<file path="src/aspc_defs.vh">
// constants shared by the alert and shutdown pin control block
`ifndef ASPC_DEFS_VH
`define ASPC_DEFS_VH
// control subcommand codes
`define ASPC_CMD_W            16
`define ASPC_CMD_ARM          16'h0013
`define ASPC_CMD_DISARM       16'h0014
// power mode encodings
`define ASPC_MODE_W           2
`define ASPC_MODE_NORMAL      2'h0
`define ASPC_MODE_SLEEP       2'h1
`define ASPC_MODE_FULLSLEEP   2'h2
`define ASPC_MODE_HIBERNATE   2'h3
// fault flag vector positions
`define ASPC_NFLT             8
`define ASPC_F_CHARGE_LEVEL_ALERT           0
`define ASPC_F_BATTERY_HIGH_FLAG          1
`define ASPC_F_BATTERY_LOW_FLAG         2
`define ASPC_F_OTC            3
`define ASPC_F_OTD            4
`define ASPC_F_ISD            5
`define ASPC_F_TDD            6
`define ASPC_F_IMAX           7
`endif

</file>
<file path="src/aspc_sync.v">
// three-stage input synchroniser with agreement filter
`timescale 1ns/1ns
module aspc_sync #(
	parameter RST_VAL = 1'b0
) (
	// clock and reset
	input  wire i_clk,
	input  wire i_reset_n,
	// data
	input  wire i_d,
	output wire o_q
);
	reg s1_reg;
	reg s2_reg;
	reg s3_reg;
	reg q_reg;

	// first stage feeds only the second stage
	always @(posedge i_clk) begin
		if (!i_reset_n) begin
			s1_reg <= RST_VAL;
			s2_reg <= RST_VAL;
			s3_reg <= RST_VAL;
			q_reg  <= RST_VAL;
		end else begin
			s1_reg <= i_d;
			s2_reg <= s1_reg;
			s3_reg <= s2_reg;
			if (s2_reg == s3_reg) begin
				q_reg <= s2_reg;
			end
		end
	end

	assign o_q = q_reg;
endmodule

</file>
<file path="src/aspc_pin_drive.v">
// pin level encoder: pull-up and polarity to output and enable
`timescale 1ns/1ns
module aspc_pin_drive (
	// settings
	input  wire i_pullup,
	input  wire i_pol,
	input  wire i_active,
	// pin drive
	output reg  o_out,
	output reg  o_oe
);
	// pullup/pol 00: Z/0, 01: 0/Z, 10: 1/0, 11: 0/1 (inactive/active)
	always @* begin
		o_out = 1'b0;
		o_oe  = 1'b1;
		case ({i_pullup, i_pol})
			2'h0: o_oe = i_active;
			2'h1: o_oe = ~i_active;
			2'h2: o_out = ~i_active;
			2'h3: o_out = i_active;
			default: o_oe = 1'b0;
		endcase
	end
endmodule

</file>
<file path="src/aspc_top.v">
// alert and shutdown pin control: event pin interrupt/shutdown and link pin interrupt
`timescale 1ns/1ns
`include "aspc_defs.vh"
module aspc_top #(
	parameter CAP_W   = 16,
	parameter DELAY_W = 8
) (
	// clock and reset
	input  wire                    i_clk,
	input  wire                    i_reset_n,
	// configuration bits
	input  wire                    i_int_pin_select,
	input  wire                    i_shutdown_feature_enable,
	input  wire                    i_event_pin_pullup,
	input  wire                    i_shutdown_polarity,
	input  wire                    i_interrupt_polarity,
	input  wire                    i_short_irq_enable,
	input  wire                    i_tab_irq_enable,
	input  wire                    i_max_current_irq_enable,
	input  wire                    i_trip_point_enable,
	input  wire [DELAY_W-1:0]      i_overtemp_charge_delay,
	input  wire [DELAY_W-1:0]      i_overtemp_discharge_delay,
	// fault flags from the gauge
	input  wire                    i_charge_level_alert,
	input  wire                    i_battery_high_flag,
	input  wire                    i_battery_low_flag,
	input  wire                    i_overtemp_charge_flag,
	input  wire                    i_overtemp_discharge_flag,
	input  wire                    i_internal_short_flag,
	input  wire                    i_tab_disconnect_flag,
	input  wire                    i_max_current_flag,
	// trip point inputs
	input  wire [CAP_W-1:0]        i_remaining_charge,
	input  wire                    i_discharging,
	input  wire                    i_charging,
	input  wire                    i_trip_set_wr,
	input  wire                    i_trip_clear_wr,
	input  wire [CAP_W-1:0]        i_trip_wdata,
	// control command
	input  wire                    i_cmd_valid,
	input  wire [`ASPC_CMD_W-1:0]  i_cmd_code,
	// power mode
	input  wire [`ASPC_MODE_W-1:0] i_power_mode,
	input  wire                    i_hib_low_voltage,
	// status
	output wire                    o_shutdown_request_flag,
	output wire                    o_event_status,
	output wire                    o_trip_active,
	output wire [CAP_W-1:0]        o_trip_set_threshold,
	output wire [CAP_W-1:0]        o_trip_clear_threshold,
	// system event pin
	output wire                    o_system_event_pin_out,
	output wire                    o_system_event_pin_oe,
	// single wire host link pin interrupt drive
	output wire                    o_link_pin_out,
	output wire                    o_link_pin_oe
);
	// ==========================================================
	// state
	reg              shutdown_request_flag_reg;
	reg              sfe_prev_reg;
	reg              pullup_applied_reg;
	reg              por_done_reg;
	reg              irq_reg;
	reg              trip_latch_reg;
	reg              set_wr_seen_reg;
	reg              clr_wr_seen_reg;
	reg [CAP_W-1:0]  trip_set_reg;
	reg [CAP_W-1:0]  trip_clr_reg;
	reg              se_out_reg;
	reg              se_oe_reg;
	reg              link_out_reg;
	reg              link_oe_reg;

	wire hib_sync;
	wire [`ASPC_NFLT-1:0] flags;
	wire [`ASPC_NFLT-1:0] enables;
	reg                   shutdown_request_flag_next;
	reg                   se_out_next;
	reg                   se_oe_next;
	reg                   link_out_next;
	reg                   link_oe_next;
	wire                  cmd_arm;
	wire                  cmd_disarm;
	wire                  sfe_rise;
	wire                  sfe_fall;
	wire                  trip_low_hit;
	wire                  trip_high_hit;
	reg                   trip_latch_next;
	reg                   irq_next;
	wire                  trip_hit;
	wire                  trip_release;
	wire                  sd_mode;
	wire                  sd_active;
	wire                  int_out;
	wire                  int_oe;
	wire                  sd_out;
	wire                  sd_oe;

	// ==========================================================
	// low-voltage hibernate indicator comes from another domain
	aspc_sync #(
		.RST_VAL (1'b0)
	) u_hib_sync (
		.i_clk     (i_clk),
		.i_reset_n (i_reset_n),
		.i_d       (i_hib_low_voltage),
		.o_q       (hib_sync)
	);

	// ==========================================================
	// shutdown arming
	// control subcommand decode; unknown codes are ignored
	assign cmd_arm    = i_cmd_valid && (i_cmd_code == `ASPC_CMD_ARM);
	assign cmd_disarm = i_cmd_valid && (i_cmd_code == `ASPC_CMD_DISARM);
	// enable edges against the value seen at the previous edge
	assign sfe_rise   = !sfe_prev_reg && i_shutdown_feature_enable;
	assign sfe_fall   = sfe_prev_reg && !i_shutdown_feature_enable;

	always @* begin
		shutdown_request_flag_next = shutdown_request_flag_reg;
		if (cmd_disarm) begin
			shutdown_request_flag_next = 1'b0;
		end
		if (sfe_fall) begin
			shutdown_request_flag_next = 1'b0;
		end
		// arming wins over a disarm in the same cycle
		if (cmd_arm) begin
			shutdown_request_flag_next = 1'b1;
		end
		if (sfe_rise) begin
			shutdown_request_flag_next = 1'b1;
		end
	end

	// ==========================================================
	// fault sources and enables
	assign flags = {i_max_current_flag, i_tab_disconnect_flag,
		i_internal_short_flag, i_overtemp_discharge_flag,
		i_overtemp_charge_flag, i_battery_low_flag,
		i_battery_high_flag, i_charge_level_alert};

	assign enables[`ASPC_F_CHARGE_LEVEL_ALERT]   = 1'b1;
	assign enables[`ASPC_F_BATTERY_HIGH_FLAG]  = 1'b1;
	assign enables[`ASPC_F_BATTERY_LOW_FLAG] = 1'b1;
	assign enables[`ASPC_F_OTC]    = |i_overtemp_charge_delay;
	assign enables[`ASPC_F_OTD]    = |i_overtemp_discharge_delay;
	assign enables[`ASPC_F_ISD]    = i_short_irq_enable;
	assign enables[`ASPC_F_TDD]    = i_tab_irq_enable;
	assign enables[`ASPC_F_IMAX]   = i_max_current_irq_enable;

	// ==========================================================
	// trip point
	// discharge side: at or below the set threshold
	assign trip_low_hit  = i_discharging &&
		(i_remaining_charge <= trip_set_reg);
	// charge side: at or above the clear threshold
	assign trip_high_hit = i_charging &&
		(i_remaining_charge >= trip_clr_reg);
	assign trip_hit = trip_low_hit || trip_high_hit;
	// release needs both thresholds rewritten since the trip
	assign trip_release = (set_wr_seen_reg || i_trip_set_wr) &&
		(clr_wr_seen_reg || i_trip_clear_wr);

	always @* begin
		trip_latch_next = trip_latch_reg;
		if (!i_trip_point_enable) begin
			trip_latch_next = 1'b0;
		end else if (trip_latch_reg && trip_release) begin
			trip_latch_next = 1'b0;
		end else if (trip_hit) begin
			trip_latch_next = 1'b1;
		end
	end

	// ==========================================================
	// interrupt combine
	always @* begin
		if (i_trip_point_enable) begin
			irq_next = trip_latch_next;
		end else begin
			irq_next = |(flags & enables);
		end
	end

	// ==========================================================
	// pin mode selection
	assign sd_mode = i_int_pin_select &&
		(i_shutdown_feature_enable || shutdown_request_flag_reg);
	// armed pin stays normal outside low-voltage hibernate
	assign sd_active = sd_mode && hib_sync &&
		(i_power_mode == `ASPC_MODE_HIBERNATE);

	aspc_pin_drive u_int_drive (
		.i_pullup (pullup_applied_reg),
		.i_pol    (i_interrupt_polarity),
		.i_active (irq_reg),
		.o_out    (int_out),
		.o_oe     (int_oe)
	);

	aspc_pin_drive u_sd_drive (
		.i_pullup (pullup_applied_reg),
		.i_pol    (i_shutdown_polarity),
		.i_active (sd_active),
		.o_out    (sd_out),
		.o_oe     (sd_oe)
	);

	// ==========================================================
	// pin drive selection
	// precedence: power-on hold, then shutdown use, then interrupt use
	always @* begin
		se_out_next = 1'b0;
		se_oe_next  = 1'b0;
		if (!por_done_reg) begin
			se_out_next = 1'b0;
			se_oe_next  = 1'b0;
		end else if (sd_mode) begin
			se_out_next = sd_out;
			se_oe_next  = sd_oe;
		end else if (!i_int_pin_select) begin
			se_out_next = int_out;
			se_oe_next  = int_oe;
		end else begin
			se_out_next = 1'b0;
			se_oe_next  = 1'b0;
		end
	end

	// link pin is open drain: only low or released
	always @* begin
		link_out_next = 1'b0;
		link_oe_next  = i_int_pin_select &&
			(irq_next ^ i_interrupt_polarity);
	end

	// ==========================================================
	// arming and pull-up registers
	always @(posedge i_clk) begin
		if (!i_reset_n) begin
			shutdown_request_flag_reg <= 1'b0;
			sfe_prev_reg       <= 1'b0;
			pullup_applied_reg <= 1'b0;
			por_done_reg       <= 1'b0;
		end else begin
			shutdown_request_flag_reg <= shutdown_request_flag_next;
			sfe_prev_reg <= i_shutdown_feature_enable;
			por_done_reg <= 1'b1;
			// pull-up is caught once after reset release only
			if (!por_done_reg) begin
				pullup_applied_reg <= i_event_pin_pullup;
			end
		end
	end

	// ==========================================================
	// pin registers
	always @(posedge i_clk) begin
		if (!i_reset_n) begin
			se_out_reg   <= 1'b0;
			se_oe_reg    <= 1'b0;
			link_out_reg <= 1'b0;
			link_oe_reg  <= 1'b0;
		end else begin
			se_out_reg   <= se_out_next;
			se_oe_reg    <= se_oe_next;
			link_out_reg <= link_out_next;
			link_oe_reg  <= link_oe_next;
		end
	end

	// ==========================================================
	// interrupt and trip registers
	always @(posedge i_clk) begin
		if (!i_reset_n) begin
			irq_reg            <= 1'b0;
			trip_latch_reg     <= 1'b0;
			set_wr_seen_reg    <= 1'b0;
			clr_wr_seen_reg    <= 1'b0;
			trip_set_reg       <= {CAP_W{1'b0}};
			trip_clr_reg       <= {CAP_W{1'b1}};
		end else begin
			irq_reg        <= irq_next;
			trip_latch_reg <= trip_latch_next;
			if (i_trip_set_wr) begin
				trip_set_reg <= i_trip_wdata;
			end
			if (i_trip_clear_wr) begin
				trip_clr_reg <= i_trip_wdata;
			end
			// write tracking restarts each time the trip latches
			if (!trip_latch_reg && trip_latch_next) begin
				set_wr_seen_reg <= 1'b0;
				clr_wr_seen_reg <= 1'b0;
			end else begin
				if (i_trip_set_wr) begin
					set_wr_seen_reg <= 1'b1;
				end
				if (i_trip_clear_wr) begin
					clr_wr_seen_reg <= 1'b1;
				end
			end
		end
	end

	// ==========================================================
	// outputs; status bits ignore the pin selection
	assign o_shutdown_request_flag = shutdown_request_flag_reg;
	assign o_event_status          = irq_reg;
	assign o_trip_active           = trip_latch_reg;
	assign o_trip_set_threshold    = trip_set_reg;
	assign o_trip_clear_threshold  = trip_clr_reg;
	assign o_system_event_pin_out  = se_out_reg;
	assign o_system_event_pin_oe   = se_oe_reg;
	assign o_link_pin_out          = link_out_reg;
	assign o_link_pin_oe           = link_oe_reg;
endmodule

</file>
<file path="config.mk">
export PLATFORM = sky130hd
export DESIGN_NAME = aspc_top
export DESIGN_NICKNAME = d
export VERILOG_FILES = /design/src/aspc_sync.v /design/src/aspc_pin_drive.v /design/src/aspc_top.v
export VERILOG_INCLUDE_DIRS = /design/src
export SDC_FILE = /design/constraint.sdc
export NUM_CORES = 1
export LEC_CHECK = 0
export ABC_AREA = 1
export BUFFER_PORTS_ARGS = -buffer_cell sky130_fd_sc_hd__buf_2
export CAP_MARGIN = 20
export CORE_MARGIN = 2
export CORE_UTILIZATION = 30
export CTS_BUF_LIST = sky130_fd_sc_hd__clkbuf_4
export CTS_CLUSTER_DIAMETER = 80
export DETAILED_ROUTE_END_ITERATION = 7
export GPL_TIMING_DRIVEN = 0
export PLACE_DENSITY = 0.54
export SKIP_LAST_GASP = 1
export SLEW_MARGIN = 20
export SYNTH_ARGS = -nofsm -noshare
export SYNTH_HDL_FRONTEND = slang
export SYNTH_SLANG_ARGS = --single-unit
</file>
<file path="constraint.sdc">
create_clock -name i_clk -period 3.3 [get_ports i_clk]
set_input_delay 0.66 -clock i_clk [delete_from_list [all_inputs] [get_ports i_clk]]
set_output_delay 0.66 -clock i_clk [all_outputs]
set_load 0.05 [all_outputs]
</file>
==> reports/summary.txt <==
1st-pass router iterations -> 4
Cts bufs inserted -> 5
RePlAce Congestion -> 0.777
Final total power -> 1.32 mW
Status -> finished clean
Vias/cell -> 4.56
Vias -> 2692
Fin. Hold Viols -> 0
Worst hold path class -> input port to register
Worst Setup End Kind -> register
Final nets -> 608
Wirelength, routed -> 7320 um
Netlist cell types -> 29
Leakage dissipation -> 1.88 nW
Syn_area_per_cell -> 7.39 um^2
Die height -> 96.7 um
Final period util -> 57.2%
Synth top area cells -> dfxtp_1 36%, ha_1 16%, a21oi_1 9.9%, inv_1 8.3%, nand2_1 7.6%
Hold Buf Count CTS -> 0
Relative slew slack -> 58.4%
Placed inst area -> 3350 um^2
Synth-to-Final Area Change -> 32.3%
ANT nets after route -> 0
Fin. max-slew vios -> 0
Worst Tran Pin Value -> 0.623 ns
H-Tree Depth -> 2
Critical Path RT -> 3.58 ns
Area leader, netlist -> dfxtp_1
Tmin final -> 1.89 ns
Largest net degree at the start of global routing -> 17
Most frequent cells in the layout -> 129 x buf_2, 57 x inv_1, 52 x nand2_1
Synth top area share -> 36.5%
HPWL after detailed placement -> 6050 um
Initial core utilization -> 31.2%
Worst-skew pair later-pin latency -> 0.37 ns
RSZ-0062 raised after global routing -> false
Final instance area -> 3410 um^2
Max-cap violations -> 0
Peak supply drop -> 0.000150 V
Post-route DRC -> 0
Number of global-route vias before repair -> 2496
CORE AREA -> 8260 um^2
Total die area -> 9350 um^2
CTS root buf -> clkbuf_4
Die X -> 96.7 um
Cell Pwr Density -> 388 nW/um^2
Row cnt -> 33
Fin Setup TNS -> 0 ns
Cells after Synth -> 349
Initial antenna violation count -> 0
Clock buffer depth -> 2
Port bufs -> 128
Mapped Area -> 2580 um^2
First-pass GRT wire length -> 11800 um
Synth warn -> 0
Gr usage total -> 15.3%
CP Launch Type -> input port
Detailed Route Iter0 Violations -> 66
Share of cells above drive strength 1 -> 29.7%
CTS tree -> built
Final setup vio count -> 0
Overflow after GRT -> 0
IO Pins -> 130
Postcts setup bufs -> 0
Commonest non-fill, non-tap cell in the layout -> buf_2
Avg WL per Cell -> 12.4 um
CP arrival -> 2.17 ns
CTS sink count -> 47
Clock Skew -> 0.0118 ns
WS Path Type -> input port to register
Max frequency -> 0.530 GHz
Post-CTS sizing -> 0
Antenna fix cells -> 0
Seq cells post-synth -> 47
Syn nets -> 473
Sequential area share after synthesis -> 36.5%
Clock slew at reported path FFs -> 0.15 ns
CP Max Fanout -> 5
==> cell families after synthesis <==
logic type	count (synthesis)	share of synthesized area, %
AND/OR/NAND/NOR	99	16.6
AO/OA/AOI/OAI	97	19.7
buffers and inverters	70	10.4
flip-flops	47	36.5
adder cells (fa/ha/maj)	33	16.0
XOR/XNOR	2	0.679
other	1	0.145
==> per-stage QoR <==
stage | instances | util [%] | hold slack (ns) | setup WS (ns)
2_1_floorplan | 349 | - | 0.390 | 1.33
3_3_place_gp | 582 | 40.6 | 0.393 | 1.05
3_5_place_dp | 582 | 40.6 | 0.400 | 1.04
4_1_cts | 590 | 41.3 | 0.384 | 1.42
5_1_grt | 590 | 41.3 | 0.369 | 1.24
6_report | 590 | 41.3 | 0.398 | 1.41
==> worst max-delay path: stages <==
cell	delay (ns)
buf_2	0.11
ha_1	0.30
a21oi_1	0.20
nand2_1	0.07
nor2_1	0.10
nand2_1	0.08
nand2_1	0.06
nand2_1	0.07
a21oi_1	0.13
nand2_1	0.08
nand2_2	0.12
nand3_1	0.08
nand2_1	0.06
nor2_1	0.04
==> path summary, 6_finish.rpt <==
path	slack, ns	cells after the start	end	startpoint
min reg2reg	0.43	2	u_hib_sync.s2_reg	u_hib_sync.s1_reg
max	1.41	14	o_link_pin_oe	i_remaining_charge[7]
max reg2reg	1.42	14	o_link_pin_oe	o_trip_clear_threshold[7]
min	0.40	1	por_done_reg	i_reset_n
==> area by class of cell <==
type	instances	area, um^2
Clock inverter	3	23.8
Buffer	11	46.3
Fill cell	910	4850
Inverter	59	221
Timing Repair Buffer	128	641
Multi-Input combinational cell	232	1370
Clock buffer	5	37.5
Tap cell	105	131
Sequential cell	47	941
==> metal layers <==
metal | global-route usage [%] | up-vias | share of wire [%]
met5 | 0 | - | 0
met4 | 1.63 | 0 | 0.19
met3 | 4.05 | 2 | 7.2
met2 | 25.4 | 91 | 45
met1 | 20.8 | 1174 | 47
li1 | - | 1425 | -
==> cell usage after synthesis <==
library cell  instances
a21oi_2               2
nor3_1                2
a21oi_1              51
nand3_1               6
nor2_1               21
nand4_1               7
conb_1                1
nand2_2               1
or2_2                 1
buf_2                 1
o21bai_1              1
clkbuf_1              9
xor2_1                2
ha_1                 33
buf_4                 1
and2_1                1
o21ai_1               1
nor3b_1               1
a22o_1                1
o21a_1                1
nor4_1                7
nand2_1              52
dfxtp_1              47
clkinv_1              1
o21ai_0              38
o31ai_1               1
o21ai_2               1
inv_1                57
inv_2                 1
==> report_power, final <==
group / internal (mW) / leakage [nW] / switching [mW]
clock network: 0.0858 / 0.0278 / 0.210
logic: 0.135 / 1.46 / 0.270
registers: 0.605 / 0.390 / 0.0184
total: 0.826 / 1.88 / 0.498
No activity file was read; power rests on OpenSTA's default activity.
